[src/include/cat_regs.vh]
// Address map, field positions and timing constants of the calibration address translator.
`ifndef CAT_REGS_VH
`define CAT_REGS_VH

// ----------------------------------------------------------------------------
// Processor I/O bus address map
// ----------------------------------------------------------------------------
`define CAT_IO_AW            28
`define CAT_IO_DW            32
`define CAT_IO_LOCAL_BASE    28'h0000000
`define CAT_IO_LOCAL_MASK    28'hfffff00
`define CAT_IO_DLY_BASE      28'h0004100
`define CAT_IO_DLY_MASK      28'hfffff00
`define CAT_IO_CFG_BASE      28'h0002000
`define CAT_IO_CFG_MASK      28'hfffffc0

// Local register word offsets (low byte of address).
`define CAT_REG_CTRL         8'h00
`define CAT_REG_STATUS       8'h04
`define CAT_REG_CMD          8'h08
`define CAT_REG_REPEAT       8'h0c
`define CAT_REG_EXPECT       8'h10
`define CAT_REG_MISMATCH     8'h14
`define CAT_REG_RDCOUNT      8'h18

// Control register fields.
`define CAT_CTRL_OWN_BIT     0
`define CAT_CTRL_DONE_BIT    1
`define CAT_CTRL_GO_BIT      2
`define CAT_CTRL_RST         3'h0

// Status register fields.
`define CAT_STAT_INIT_BIT    0
`define CAT_STAT_BUSY_BIT    1
`define CAT_STAT_MISM_BIT    2

// ----------------------------------------------------------------------------
// Nibble register space
// ----------------------------------------------------------------------------
`define CAT_RIU_AW           6
`define CAT_RIU_DW           16
`define CAT_NIB_N            8
`define CAT_NIB_W            3
`define CAT_RIU_ODLY0        6'h0b
`define CAT_RIU_IDLY0        6'h12
`define CAT_SLICE_N          7

// Logical delay offsets inside the delay window.
`define CAT_DLY_IDLY_OFS     8'h40

// ----------------------------------------------------------------------------
// Timing
// ----------------------------------------------------------------------------
`define CAT_CLK_MHZ          20
`define CAT_INIT_WAIT_US     200
`define CAT_INIT_CYC         (`CAT_INIT_WAIT_US * `CAT_CLK_MHZ)
`define CAT_CFG_WORDS        16

`endif

[src/core/cat_addr_xlate.v]
// Processor I/O bus address decode, delay translation, command helper and configuration store.
`timescale 1ns/1ps
`include "cat_regs.vh"

module cat_addr_xlate (
  input  wire                    mclk_i,        // Slow divided PHY clock
  input  wire                    reset_i,       // Asynchronous reset, active high
  input  wire                    io_as_i,       // Processor address strobe
  input  wire                    io_rd_i,       // Processor read strobe
  input  wire                    io_wr_i,       // Processor write strobe
  input  wire [`CAT_IO_AW-1:0]   io_addr_i,     // Processor byte address
  input  wire [`CAT_IO_DW-1:0]   io_wdata_i,    // Processor write data
  output reg  [`CAT_IO_DW-1:0]   io_rdata_o,    // Processor read data
  output reg                     io_ready_o,    // Processor access done
  output reg  [`CAT_RIU_AW-1:0]  riu_addr_o,    // Shared nibble register address
  output reg  [`CAT_RIU_DW-1:0]  riu_wdata_o,   // Shared nibble register write data
  output reg                     riu_wr_en_o,   // Nibble register write strobe
  output reg  [`CAT_NIB_N-1:0]   riu_nib_sel_o, // One-hot nibble select
  input  wire [`CAT_RIU_DW-1:0]  riu_rdata_i,   // Selected nibble read data
  input  wire [7:0]              mc_cmd_i,      // Controller command
  input  wire                    mc_cmd_vld_i,  // Controller command valid
  output reg  [7:0]              phy_cmd_o,     // Command to PHY
  output reg                     phy_cmd_vld_o, // Command to PHY valid
  input  wire [15:0]             phy_rdata_i,   // PHY read data
  input  wire                    phy_rvld_i,    // PHY read data valid
  output reg                     init_done_o,   // Power-up initialization done
  output reg                     cal_done_o     // Calibration done, controller owns PHY while the OWN bit is clear
);

  // --------------------------------------------------------------------------
  // Helpers
  // --------------------------------------------------------------------------
  function hit;
    input [`CAT_IO_AW-1:0] a;
    input [`CAT_IO_AW-1:0] base;
    input [`CAT_IO_AW-1:0] mask;
    begin
      hit = ((a & mask) == base);
    end
  endfunction

  function [`CAT_NIB_N-1:0] onehot;
    input [`CAT_NIB_W-1:0] n;
    begin
      onehot = {{(`CAT_NIB_N-1){1'b0}}, 1'b1} << n;
    end
  endfunction

  // --------------------------------------------------------------------------
  // Delay address translation
  // --------------------------------------------------------------------------
  wire [7:0]             dly_ofs = io_addr_i[7:0];
  wire                   dly_in  = (dly_ofs >= `CAT_DLY_IDLY_OFS);
  wire [5:0]             lbit    = dly_in ? dly_ofs[5:0] : dly_ofs[5:0];
  wire [`CAT_NIB_W-1:0]  map_nib;
  wire [2:0]             map_slc;

  cat_pin_map u_map (
    .lbit_i   (lbit),
    .nibble_o (map_nib),
    .slice_o  (map_slc)
  );

  // Output delays start at 0x0B, input delays at 0x12.
  wire [`CAT_RIU_AW-1:0] xl_addr = (dly_in ? `CAT_RIU_IDLY0 : `CAT_RIU_ODLY0) + {3'h0, map_slc};

  // --------------------------------------------------------------------------
  // Decode
  // --------------------------------------------------------------------------
  wire sel_loc = hit(io_addr_i, `CAT_IO_LOCAL_BASE, `CAT_IO_LOCAL_MASK);
  // Only the first 32 offsets of the output and input ranges decode; the rest reads as unmapped.
  wire sel_dly = hit(io_addr_i, `CAT_IO_DLY_BASE, `CAT_IO_DLY_MASK) && !dly_ofs[7] && !dly_ofs[5];
  wire sel_cfg = hit(io_addr_i, `CAT_IO_CFG_BASE, `CAT_IO_CFG_MASK);

  // --------------------------------------------------------------------------
  // State
  // --------------------------------------------------------------------------
  reg [2:0]  ctrl_q;
  reg [7:0]  cmd_q;
  reg [15:0] rep_q;
  reg [15:0] rep_cnt_q;
  reg [15:0] exp_q;
  reg [15:0] mism_q;
  reg [15:0] rdcnt_q;
  reg        busy_q;
  reg [31:0] cfg_mem [0:`CAT_CFG_WORDS-1];
  reg        riu_pend_q;
  reg [1:0]  riu_wait_q;
  reg [13:0] init_cnt_q;

  localparam ST_INIT = 2'h0;
  localparam ST_CAL  = 2'h1;
  localparam ST_RUN  = 2'h2;
  reg [1:0] st_q;

  wire rd_acc = io_as_i & io_rd_i;
  wire wr_acc = io_as_i & io_wr_i;

  // --------------------------------------------------------------------------
  // Power-up sequencing
  // --------------------------------------------------------------------------
  // The wait is counted in hardware so memory init never depends on processor firmware.
  always @(posedge mclk_i or posedge reset_i) begin
    if (reset_i) begin
      st_q        <= ST_INIT;
      init_cnt_q  <= 14'h0000;
      init_done_o <= 1'b0;
      cal_done_o  <= 1'b0;
    end else begin
      case (st_q)
        ST_INIT: begin
          if (init_cnt_q == `CAT_INIT_CYC - 1) begin
            st_q        <= ST_CAL;
            init_done_o <= 1'b1;
          end else begin
            init_cnt_q <= init_cnt_q + 14'h0001;
          end
        end
        ST_CAL: begin
          if (ctrl_q[`CAT_CTRL_DONE_BIT]) begin
            st_q       <= ST_RUN;
            cal_done_o <= 1'b1;
          end
        end
        ST_RUN:  st_q <= ST_RUN;
        default: st_q <= ST_INIT;
      endcase
    end
  end

  // --------------------------------------------------------------------------
  // Processor bus and nibble register port
  // --------------------------------------------------------------------------
  integer i;
  always @(posedge mclk_i or posedge reset_i) begin
    if (reset_i) begin
      io_rdata_o    <= 32'h00000000;
      io_ready_o    <= 1'b0;
      riu_addr_o    <= 6'h00;
      riu_wdata_o   <= 16'h0000;
      riu_wr_en_o   <= 1'b0;
      riu_nib_sel_o <= 8'h00;
      riu_pend_q    <= 1'b0;
      riu_wait_q    <= 2'h0;
      ctrl_q        <= `CAT_CTRL_RST;
      cmd_q         <= 8'h00;
      rep_q         <= 16'h0000;
      exp_q         <= 16'h0000;
      for (i = 0; i < `CAT_CFG_WORDS; i = i + 1) begin
        cfg_mem[i] <= 32'h00000000;
      end
    end else begin
      io_ready_o  <= 1'b0;
      riu_wr_en_o <= 1'b0;
      ctrl_q[`CAT_CTRL_GO_BIT] <= 1'b0;
      if (riu_pend_q) begin
        // Nibble read data is valid two cycles after the select is driven.
        if (riu_wait_q == 2'h1) begin
          io_rdata_o    <= {16'h0000, riu_rdata_i};
          io_ready_o    <= 1'b1;
          riu_pend_q    <= 1'b0;
          riu_nib_sel_o <= 8'h00;
        end
        riu_wait_q <= riu_wait_q + 2'h1;
      end else if (rd_acc | wr_acc) begin
        if (sel_dly) begin
          riu_addr_o    <= xl_addr;
          riu_nib_sel_o <= onehot(map_nib);
          riu_wdata_o   <= io_wdata_i[15:0];
          riu_wr_en_o   <= wr_acc;
          io_ready_o    <= wr_acc;
          riu_pend_q    <= rd_acc;
          riu_wait_q    <= 2'h0;
        end else begin
          io_ready_o <= 1'b1;
          io_rdata_o <= 32'h00000000;
          if (sel_cfg) begin
            if (wr_acc) begin
              cfg_mem[io_addr_i[5:2]] <= io_wdata_i;
            end
            io_rdata_o <= cfg_mem[io_addr_i[5:2]];
          end else if (sel_loc) begin
            case (dly_ofs)
              `CAT_REG_CTRL: begin
                if (wr_acc) ctrl_q <= io_wdata_i[2:0];
                io_rdata_o <= {29'h0, ctrl_q};
              end
              `CAT_REG_STATUS: io_rdata_o <= {29'h0, |mism_q, busy_q, init_done_o};
              `CAT_REG_CMD: begin
                if (wr_acc) cmd_q <= io_wdata_i[7:0];
                io_rdata_o <= {24'h0, cmd_q};
              end
              `CAT_REG_REPEAT: begin
                if (wr_acc) rep_q <= io_wdata_i[15:0];
                io_rdata_o <= {16'h0, rep_q};
              end
              `CAT_REG_EXPECT: begin
                if (wr_acc) exp_q <= io_wdata_i[15:0];
                io_rdata_o <= {16'h0, exp_q};
              end
              `CAT_REG_MISMATCH: io_rdata_o <= {16'h0, mism_q};
              `CAT_REG_RDCOUNT:  io_rdata_o <= {16'h0, rdcnt_q};
              default:           io_rdata_o <= 32'h00000000;
            endcase
          end
        end
      end
    end
  end

  // --------------------------------------------------------------------------
  // Command helper
  // --------------------------------------------------------------------------
  // Issuing from hardware gives one command per clock, which bus writes cannot reach.
  wire go    = ctrl_q[`CAT_CTRL_GO_BIT];
  wire start = go && !busy_q;
  always @(posedge mclk_i or posedge reset_i) begin
    if (reset_i) begin
      busy_q        <= 1'b0;
      rep_cnt_q     <= 16'h0000;
      mism_q        <= 16'h0000;
      rdcnt_q       <= 16'h0000;
      phy_cmd_o     <= 8'h00;
      phy_cmd_vld_o <= 1'b0;
    end else begin
      if (go && !busy_q) begin
        busy_q    <= 1'b1;
        rep_cnt_q <= rep_q;
        mism_q    <= 16'h0000;
        rdcnt_q   <= 16'h0000;
      end else if (busy_q) begin
        if (rep_cnt_q == 16'h0000) begin
          busy_q <= 1'b0;
        end else begin
          rep_cnt_q <= rep_cnt_q - 16'h0001;
        end
      end
      // A read-back landing on the start cycle counts against the new run, not the old one.
      if (phy_rvld_i) begin
        rdcnt_q <= (start ? 16'h0000 : rdcnt_q) + 16'h0001;
        mism_q  <= (start ? 16'h0000 : mism_q) | (phy_rdata_i ^ exp_q);
      end
      // Calibration owns the PHY until it hands over.
      if (!ctrl_q[`CAT_CTRL_OWN_BIT] && cal_done_o) begin
        phy_cmd_o     <= mc_cmd_i;
        phy_cmd_vld_o <= mc_cmd_vld_i;
      end else begin
        phy_cmd_o     <= cmd_q;
        phy_cmd_vld_o <= busy_q;
      end
    end
  end

endmodule // cat_addr_xlate

[src/core/cat_pin_map.v]
// Fixed logical-to-physical delay element mapping for the chosen pinout.
`timescale 1ns/1ps
`include "cat_regs.vh"

module cat_pin_map (
  input  wire [5:0]              lbit_i,    // Logical data bit index
  output reg  [`CAT_NIB_W-1:0]   nibble_o,  // Physical nibble index
  output reg  [2:0]              slice_o    // Bit slice within the nibble
);

  // --------------------------------------------------------------------------
  // Pinout table
  // --------------------------------------------------------------------------
  // Placement is frozen when the pinout is chosen; logical bit 0 lands on slice 2 of nibble 6.
  always @* begin
    case (lbit_i[1:0])
      2'h0: slice_o = 3'h2;
      2'h1: slice_o = 3'h3;
      2'h2: slice_o = 3'h4;
      default: slice_o = 3'h5;
    endcase
    nibble_o = lbit_i[4:2] + 3'h6;
  end

endmodule // cat_pin_map

[config.mk]
export PLATFORM = sky130hd
export DESIGN_NAME = cat_addr_xlate
export DESIGN_NICKNAME = d
export VERILOG_FILES = /design/src/core/cat_addr_xlate.v /design/src/core/cat_pin_map.v
export VERILOG_INCLUDE_DIRS = /design/src /design/src/include
export SDC_FILE = /design/constraint.sdc
export NUM_CORES = 1
export LEC_CHECK = 0
export BUFFER_PORTS_ARGS = -buffer_cell sky130_fd_sc_hd__buf_2
export CAP_MARGIN = 20
export CORE_MARGIN = 3
export CORE_UTILIZATION = 35
export DETAILED_ROUTE_END_ITERATION = 10
export PLACE_DENSITY_LB_ADDON = 0.05
export REMOVE_ABC_BUFFERS = 1
export SETUP_SLACK_MARGIN = 0.05
export SLEW_MARGIN = 10
export SYNTH_ARGS = -nofsm -noshare
export SYNTH_HDL_FRONTEND = slang
export SYNTH_SLANG_ARGS = --single-unit
[constraint.sdc]
create_clock -name mclk_i -period 21 [get_ports mclk_i]
set_input_delay 2.1 -clock mclk_i [delete_from_list [all_inputs] [get_ports mclk_i]]
set_output_delay 2.1 -clock mclk_i [all_outputs]
set_load 0.01 [all_outputs]
==> results of run 1 <==
-- cell usage in the layout, fill, tap and decap left out, types with 13 or more instances in the layout --
master,count
clkbuf_8,19
xor2_1,24
xnor2_1,23
nor3_1,17
mux2_2,574
o2bb2ai_1,15
o211ai_1,27
buf_2,177
clkbuf_1,14
mux4_2,146
clkbuf_16,84
clkinv_2,18
buf_4,48
a22oi_1,15
o21ai_0,13
dfrtp_1,697
mux2i_1,27
a211oi_1,19
nand2_1,125
nand3_1,52
nor2_1,33
a22o_1,16
-- stage by stage --
stage          setup WS [ns]  std cells
2_1_floorplan         -0.645       2034
3_3_place_gp           14.51       3437
6_report               15.36       3588
4_1_cts                15.07       3585
3_5_place_dp           14.39       3439
5_1_grt                14.61       3587
-- layout make-up --
| class | count | area (um^2) |
|---|---|---|
| Timing Repair Buffer | 231 | 1350 |
| Clock inverter | 29 | 282 |
| Clock buffer | 117 | 2420 |
| Fill cell | 8424 | 53500 |
| Tap cell | 1176 | 1470 |
| Sequential cell | 697 | 17400 |
| Inverter | 14 | 61.3 |
| Multi-Input combinational cell | 1323 | 13800 |
| Antenna cell | 1 | 2.50 |
-- state kept, by name, summed over array words and instances (netlist names), 2 cells and up --
register       count
cfg_mem          512
rdcnt_q           16
exp_q             16
riu_wait_q         2
init_cnt_q        14
st_q               2
riu_addr_o         5
riu_nib_sel_o      8
riu_wdata_o       16
ctrl_q             3
phy_cmd_o          8
io_rdata_o        32
mism_q            16
cmd_q              8
rep_cnt_q         16
rep_q             16
-- worst max-delay path: cells and delay by family --
family / cells / cell delay (ns)
buffers and inverters: 6 / 3.91
-- worst paths after layout --
kind,startpoint,endpoint,slack (ns),cells after the start
worst max-delay path,reset_i,cfg_mem[146]$_DFFE_PP0P_,15.36,6
worst min-delay path,io_rdata_o[26]$_DFFE_PP0P_,io_rdata_o[26]$_DFFE_PP0P_,0.47,2
worst max register to register,riu_pend_q$_DFF_PP0_,cfg_mem[136]$_DFFE_PP0P_,17.39,6
worst min register to register,io_rdata_o[26]$_DFFE_PP0P_,io_rdata_o[26]$_DFFE_PP0P_,0.47,2
max in group mclk_i,io_addr_i[4],cfg_mem[60]$_DFFE_PP0P_,15.37,8
min in group asynchronous,reset_i,riu_wdata_o[8]$_DFFE_PP0P_,1.69,2
-- metal layers --
layer | GRT usage, % | vias to the layer above
met5 | 0 | -
met4 | 4.69 | 0
met3 | 2.65 | 108
met2 | 34.4 | 302
met1 | 26.8 | 10500
li1 | - | 8484
-- cells by family after synthesis --
group	count (synthesis)	synth area share (%)
buf+inv	207	2.60
other cells	1	0.0117
flops	697	54.6
simple gates	338	5.39
compound gates	169	3.95
mux	759	31.8
xor+xnor	47	1.29
fa+ha+maj	9	0.353
-- power groups by stage --
stage               logic (mW)  clock network, mW  registers, mW
global placement         0.154                  0           1.39
global route             0.170               1.53           1.37
CTS                      0.157               1.48           1.37
floorplan               0.0669                  0           1.39
finish                   0.152               1.43           1.37
detailed placement       0.157                  0           1.39
==> out/results.txt, run 1 <==
status: finished, final reports clean
die area: 94900 um^2
post-detailed-routing wire length: 93400 um
H-tree depth: 3
GPL Wtd Cong: 0.781
CTS Buffer Depth: 3
slowest cell on the critical path: buf_4
gr ovfl total: 0
Post-CTS Setup Bufs: 0
Power Dens Cells: 80.2 nW/um^2
Die X: 308 um
synth cell count leaders: dfrtp_1, mux2_2, mux4_2
core area: 90300 um^2
total power: 2.95 mW
Comb power frac: 5.1%
sequential power share: 46.3%
detailed-route via count: 19.4k
Residual DRC: 0
Mapped Cells: 2227
met1 wire length: 41700 um
CP peak stage delay: 0.85 ns
post-route cell area: 36800 um^2
fin util: 40.7%
clock power share: 48.6%
CTS Hold Bufs: 0
most frequent CP cell: buf_4
P_int: 2.25 mW
Hold Fails Final Rpt: 0
first-pass GRT wire length: 142000 um
Period Utilization, post-route: 26.9%
maxcap violations: 0
Die H: 308 um
register area share after synthesis: 54.6%
Fin Setup TNS: 0 ns
Cell Chain, Critical Path: buf_2 -> inv_8 -> buf_4 -> buf_4 -> buf_4 -> buf_4
Skew-Pair Late Insertion Delay: 0.64 ns
DRT iter0 DRCs: 1109
CP Capture Type: async pin
vias in the first global route: 21.0k
largest area contributor in the netlist: dfrtp_1
Nets: 2466
EDFF count, synth: 0
total CTS buffers: 83
Clock Skews: 0.0236 ns
WS Path Type: primary input to async pin
Top Ports: 182
CTS clk-pin slew, worst paths: 0.06 ns
Buffers on Ports: 180
CTS-repair resized insts: 0
GRT Util Overall: 20.0%
Min-Delay Path Class: flip-flop to flip-flop
Site Rows: 110
YS warnings: 0
DR WL met2: 46900 um
Final Max Tran Viols: 0
actual slew at the worst max-slew pin: 0.983 ns
RSZ-0062 raised after global routing: false
leakage: 17.9 nW
initial antenna violation count: 1
Max transition margin: 34.4%
Worst Path Arrival: 6.29 ns
top cells by area, synth: dfrtp_1, mux2_2, mux4_2
DPL Wire Length: 58100 um
Via density: 5.41
CP Launch Type: primary input
Avg Cell Area, Syn: 14.3 um^2
P&R area growth vs syn: 15.2%
Post-DP Area: 34000 um^2
Routed met3 length: 3050 um
top cell type's share of synthesized area: 54.6%
hold_ws: 0.466 ns
top-count cell post-synth: dfrtp_1
Final ANT Viol Nets: 0
clk root buf: clkbuf_16
TritonCTS clock tree: yes
CP required: 21.64 ns
max layer used: met4
Fmax: 177 MHz
ys async rst share: 100%
Max IR drop VDD: 0.0000486 V
final setup vio count: 0
#FFs+latches synth: 697
switch share: 23.8%
Worst Path Max Fanout: 135
DRT Pass-1 Iters: 7
top_reg_cell synth: dfrtp_1
share of cells above drive strength 1: 46.4%
P_sw: 703 uW
unique cell type count in the Yosys netlist: 63
starting density of the core: 35.4%
largest net degree at the start of global routing: 136
Wirelength per Cell: 26.0 um
Synth Cell Area: 31900 um^2
minimum clock period: 5.64 ns
CTS sink cnt: 697
Note: power is estimated with default switching activity, not from simulation.
==> run 2: changes to the inputs <==
Clock period 21 ns to 5.5 ns, I/O delays scaled along.
==> out/results.txt, run 2 (synthesis results as in run 1) <==
status: finished, final reports clean
minimum clock period: 3.18 ns
CTS clk-pin slew, worst paths: 0.05 ns (about the same)
Placed Cells: 3448 (+0.26%)
Via density: 5.37 (-0.73%)
leading cell type in the layout, fill and taps excluded: dfrtp_1
Worst Path Arrival: 3.66 ns (-2.63 ns)
slowest cell on the critical path: nor4_1
Crit path buffers/inverters: 2 (-4)
first-pass GRT wire length: 140000 um (-1.3%)
Site Rows: 110 (unchanged)
gr ovfl total: 0 (unchanged)
fin util: 40.9% (+0.14 points)
CTS Hold Bufs: 0 (unchanged)
dpl ws: 1.82 ns (-12.57 ns)
CP Launch Type: flip-flop
Hold Fails Final Rpt: 0 (unchanged)
DPL Wire Length: 58500 um (+0.73%)
clk root buf: clkbuf_16
sequential power share: 46.1% (-0.2 points)
Post-CTS Setup Bufs: 0 (unchanged)
switch share: 23.0% (-0.82 points)
post-detailed-routing wire length: 92800 um (-0.71%)
GPL Wtd Cong: 0.765 (-2.0%)
Top Registers: cfg_mem: 512 flops, io_rdata_o: 32 flops
Fmax: 315 MHz
Most flops, register: cfg_mem
Period Utilization, post-route: 57.8%
initial antenna violation count: 4 (+3)
CP peak stage delay: 0.75 ns (-0.10 ns)
final worst setup slack: 2.32 ns (-13.03 ns)
Clock Skews: 0.0143 ns (-0.00935 ns)
Finished Layout Cells: 3592 (+0.11%)
max reg flops: 512 (unchanged)
Max transition margin: 33.7% (-0.75 points)
Fin Setup TNS: 0 ns (unchanged)
Wirelength per Cell: 25.8 um (-0.82%)
largest net degree at the start of global routing: 122 (-10%)
GRT Util Overall: 19.8% (-0.21 points)
Routed met3 length: 3270 um (+7.4%)
Nets: 2473 (+0.28%)
Post-DP Area: 34200 um^2 (+0.37%)
Final ANT Viol Nets: 0 (unchanged)
commonest cells after routing, fill and taps aside: dfrtp_1, mux2_2, buf_2, mux4_2, nand2_1
dominant delay contributor by cell family on the critical path: simple AND/OR/NAND/NOR gates
max layer used: met4
Cell Chain, Critical Path: buf_4 -> nand3b_1 -> nor4_1 -> and3_2 -> buf_12 -> mux2_2
DR WL met2: 45800 um (-2.3%)
Top Ports: 182 (unchanged)
core area: 90300 um^2 (unchanged)
Comb power frac: 5.1% (about the same)
starting density of the core: 35.4% (unchanged)
DRT Pass-1 Iters: 5 (-2)
clock power share: 48.8% (+0.2 points)
Die H: 308 um (unchanged)
actual slew at the worst max-slew pin: 0.992 ns (+0.00921 ns)
Min-Delay Path Class: primary input to async pin
Skew-Pair Late Insertion Delay: 0.61 ns (-0.03 ns)
Final Max Tran Viols: 0 (unchanged)
hold_ws: 0.116 ns (-0.350 ns)
share of cells above drive strength 1: 46.1% (-0.22 points)
CP required: 5.98 ns (-15.66 ns)
leakage: 17.9 nW (+0.25%)
Buffers on Ports: 180 (unchanged)
vias in the first global route: 20.7k (-1.6%)
P_int: 8.71 mW (+290%)
Power Dens Cells: 306 nW/um^2 (+280%)
total CTS buffers: 82 (-1.2%)
Max IR drop VDD: 0.000188 V (+290%)
P_sw: 2.60 mW (+270%)
H-tree depth: 3 (unchanged)
Residual DRC: 0 (unchanged)
Die X: 308 um (unchanged)
post-route cell area: 36900 um^2 (+0.35%)
CP Capture Type: flip-flop
met1 wire length: 42000 um (+0.82%)
Worst Path Max Fanout: 29 (-79%)
detailed-route via count: 19.3k (-0.62%)
CTS sink cnt: 697 (unchanged)
RSZ-0062 raised after global routing: false
total power: 11.3 mW (+280%)
WS Path Type: flip-flop to flip-flop
final setup vio count: 0 (unchanged)
die area: 94900 um^2 (unchanged)
P&R area growth vs syn: 15.6%
CTS-repair resized insts: 0 (unchanged)
TritonCTS clock tree: yes
maxcap violations: 0 (unchanged)
DRT iter0 DRCs: 985 (-11%)
CTS Buffer Depth: 3 (unchanged)
==> run 2: cell types whose count changed in the layout (fill, tap and decap cells not counted), moves of 2 or more <==
| cell | delta |
|---|---|
| clkbuf_1 | +7 |
| inv_6 | -4 |
| buf_12 | +7 |
| buf_4 | +4 |
| clkbuf_16 | +3 |
| clkbuf_8 | -3 |
| bufinv_16 | +2 |
| clkinv_2 | -7 |
==> run 2: path summary, 6_finish.rpt <==
check / slack [ns] / cells after the start / endpoint / from
max: 2.32 / 6 / cfg_mem[151]$_DFFE_PP0P_ / riu_pend_q$_DFF_PP0_
min: 0.12 / 2 / exp_q[13]$_DFFE_PP0P_ / reset_i
max reg2reg: 2.32 / 6 / cfg_mem[151]$_DFFE_PP0P_ / riu_pend_q$_DFF_PP0_
min reg2reg: 0.46 / 2 / io_rdata_o[19]$_DFFE_PP0P_ / io_rdata_o[19]$_DFFE_PP0P_
max in group asynchronous: 4.08 / 3 / cfg_mem[471]$_DFFE_PP0P_ / reset_i
min in group mclk_i: 0.18 / 2 / phy_cmd_o[5]$_DFF_PP0_ / mc_cmd_i[5]
==> run 2: cell type report <==
cell class,instances,area [um^2]
diodes,2,5.00
clock buffers,124,2480
clock inverters,17,239
inverters,14,61.3
repair buffers,239,1460
well taps,1176,1470
multi-input cells,1323,13800
flip-flops and latches,697,17400
fillers,8398,53400
==> run 2: power by group through the flow <==
stage                     Combinational [mW]  Clock (mW)  Sequential, mW
after floorplan                        0.256           0            5.30
after global placement                 0.592           0            5.31
after detailed placement               0.602           0            5.31
after CTS                              0.603        5.70            5.21
after global routing                   0.650        5.90            5.22
final                                  0.581        5.51            5.22
==> run 2: worst register-to-register path: stages, from the launching register on <==
cell and delay [ns]:
dfrtp_1 0.35, buf_4 0.26, nand3b_1 0.38, nor4_1 0.76, and3_2 0.64, buf_12 0.27
mux2_2 0.40
==> run 2: metal layers <==
metal  vias up  global-route usage (%)
met2       325                    33.4
met1     10400                    26.8
li1       8503                       -
met5         -                       0
met3        84                    2.84
met4         0                    4.80
==> run 3: changes to the inputs <==
Clock period 5.5 ns to 2.9 ns, I/O delays scaled along.
==> out/results.txt, run 3 (synthesis results as in run 1) <==
leakage: 18.6 nW (+3.7%)
Wirelength per Cell: 25.5 um (-1.3%)
Crit path buffers/inverters: 1 (-1)
final worst setup slack: 0.420 ns (-1.90 ns)
CTS-repair resized insts: 0 (unchanged)
max reg flops: 512 (unchanged)
total power: 22.0 mW (+95%)
Period Utilization, post-route: 85.5% (+28 points)
CTS clk-pin slew, worst paths: 0.06 ns (about the same)
dominant delay contributor by cell family on the critical path: simple AND/OR/NAND/NOR gates
Max IR drop VDD: 0.000414 V (+120%)
RSZ-0062 raised after global routing: false
dpl ws: 0.214 ns (-1.61 ns)
Via density: 5.36 (-0.27%)
Clock Skews: 0.0183 ns (+0.00403 ns)
die area: 94900 um^2 (unchanged)
first-pass GRT wire length: 142000 um (+1.6%)
Fmax: 403 MHz (+28%)
Placed Cells: 3510 (+1.8%)
initial antenna violation count: 3 (-1)
detailed-route via count: 19.8k (+2.4%)
Hold Fails Final Rpt: 0 (unchanged)
CP Launch Type: flip-flop
DR WL met2: 46000 um (+0.43%)
Post-CTS Setup Bufs: 0 (unchanged)
gr ovfl total: 0 (unchanged)
sequential power share: 44.9% (-1.2 points)
starting density of the core: 35.4% (unchanged)
DRT iter0 DRCs: 1157 (+17%)
Min-Delay Path Class: primary input to flip-flop
CP required: 3.40 ns (-2.58 ns)
Residual DRC: 0 (unchanged)
maxcap violations: 0 (unchanged)
max layer used: met4
largest net degree at the start of global routing: 103 (-16%)
Finished Layout Cells: 3688 (+2.7%)
CP Capture Type: flip-flop
Max transition margin: 56.7% (+23 points)
P&R area growth vs syn: 19.8%
Cell Chain, Critical Path: inv_1 -> ha_1 -> or3b_2 -> or2_2 -> o211ai_1 -> nor3_1 -> a221o_1
Buffers on Ports: 180 (unchanged)
P_sw: 5.03 mW (+93%)
CTS sink cnt: 697 (unchanged)
Most flops, register: cfg_mem
CP peak stage delay: 0.51 ns (-0.24 ns)
minimum clock period: 2.48 ns (-0.697 ns)
CTS Buffer Depth: 3 (unchanged)
clk root buf: clkbuf_16
clock power share: 49.6% (+0.8 points)
Nets: 2569 (+3.9%)
switch share: 22.8% (-0.15 points)
Fin Setup TNS: 0 ns (unchanged)
total CTS buffers: 84 (+2.4%)
Die X: 308 um (unchanged)
P_int: 17.0 mW (+95%)
TritonCTS clock tree: yes
leading cell type in the layout, fill and taps excluded: dfrtp_1
Die H: 308 um (unchanged)
DRT Pass-1 Iters: 4 (-1)
Final Max Tran Viols: 0 (unchanged)
status: finished, final reports clean
Skew-Pair Late Insertion Delay: 0.64 ns (+0.03 ns)
share of cells above drive strength 1: 47.1% (+0.96 points)
Comb power frac: 5.5% (+0.4 points)
GPL Wtd Cong: 0.801 (+4.6%)
met1 wire length: 42700 um (+1.6%)
Site Rows: 110 (unchanged)
post-detailed-routing wire length: 94000 um (+1.4%)
commonest cells after routing, fill and taps aside: dfrtp_1, mux2_2, buf_2, mux4_2, nand2_1
actual slew at the worst max-slew pin: 0.643 ns (-0.349 ns)
Power Dens Cells: 575 nW/um^2 (+88%)
core area: 90300 um^2 (unchanged)
Routed met3 length: 2700 um (-17%)
DPL Wire Length: 61600 um (+5.2%)
Top Ports: 182 (unchanged)
Worst Path Max Fanout: 6 (-79%)
slowest cell on the critical path: o211ai_1
WS Path Type: flip-flop to flip-flop
final setup vio count: 0 (unchanged)
Top Registers: cfg_mem: 512 flops, io_rdata_o: 32 flops
vias in the first global route: 21.2k (+2.4%)
Worst Path Arrival: 2.98 ns (-0.68 ns)
GRT Util Overall: 20.1% (+0.36 points)
Final ANT Viol Nets: 0 (unchanged)
H-tree depth: 3 (unchanged)
run 3: tightest hold or removal path, cell delays in order:
cell     delay, ns
buf_2         0.08
nand2_1       0.05
nand2_1       0.07
o32a_1        0.14
run 3: per-layer routing:
layer | up-vias | global-route usage (%)
li1 | 8689 | -
met1 | 10600 | 27.1
met2 | 359 | 33.8
met3 | 136 | 2.85
met4 | 0 | 5.92
met5 | - | 0
run 3: per-stage QoR:
stage                     utilization (%)  hold slack [ns]  cell area (um^2)
after global routing                 42.4           0.0214             38300
after global placement               38.8            0.348             35100
after detailed placement             38.8            0.354             35100
final                                42.4           0.0427             38300
after CTS                            42.4         0.000776             38300
after floorplan                         -            0.381             31200
run 3: timing repair:
item / in CTS / in global routing
hold buffers: 33 / 0
endpoints found under the hold margin: 65 / 0
endpoints found under the setup margin: 0 / 0
run 3: layout make-up:
cell class	count	area [um^2]
antenna	3	7.51
clock buffer	121	2520
clock inverter	21	340
fill	8228	52000
inverter	14	61.3
multi-input combinational	1323	13800
sequential	697	17400
tap	1176	1470
timing repair buffer	333	2680
run 3: path summary, 6_finish.rpt:
kind                                              endpoint                        from  cells after the start  slack, ns
max in group asynchronous         cfg_mem[485]$_DFFE_PP0P_                     reset_i                      5       1.71
worst min-delay path             io_rdata_o[2]$_DFFE_PP0P_              riu_rdata_i[2]                      4       0.04
worst max-delay path              rep_cnt_q[7]$_DFFE_PP0P_    rep_cnt_q[0]$_DFFE_PP0P_                      7       0.42
worst max register to register    rep_cnt_q[7]$_DFFE_PP0P_    rep_cnt_q[0]$_DFFE_PP0P_                      7       0.42
worst min register to register  io_rdata_o[23]$_DFFE_PP0P_  io_rdata_o[23]$_DFFE_PP0P_                      2       0.46
min in group asynchronous         cfg_mem[104]$_DFFE_PP0P_                     reset_i                      3       0.24
run 3: power groups by stage:
| stage | logic (mW) | registers, mW | clock network (mW) |
|---|---|---|---|
| 2_1_floorplan | 0.485 | 10.1 | 0 |
| 3_3_place_gp | 1.19 | 10.1 | 0 |
| 3_5_place_dp | 1.20 | 10.1 | 0 |
| 4_1_cts | 1.24 | 9.89 | 11.2 |
| 5_1_grt | 1.33 | 9.90 | 11.6 |
| 6_report | 1.20 | 9.90 | 10.9 |
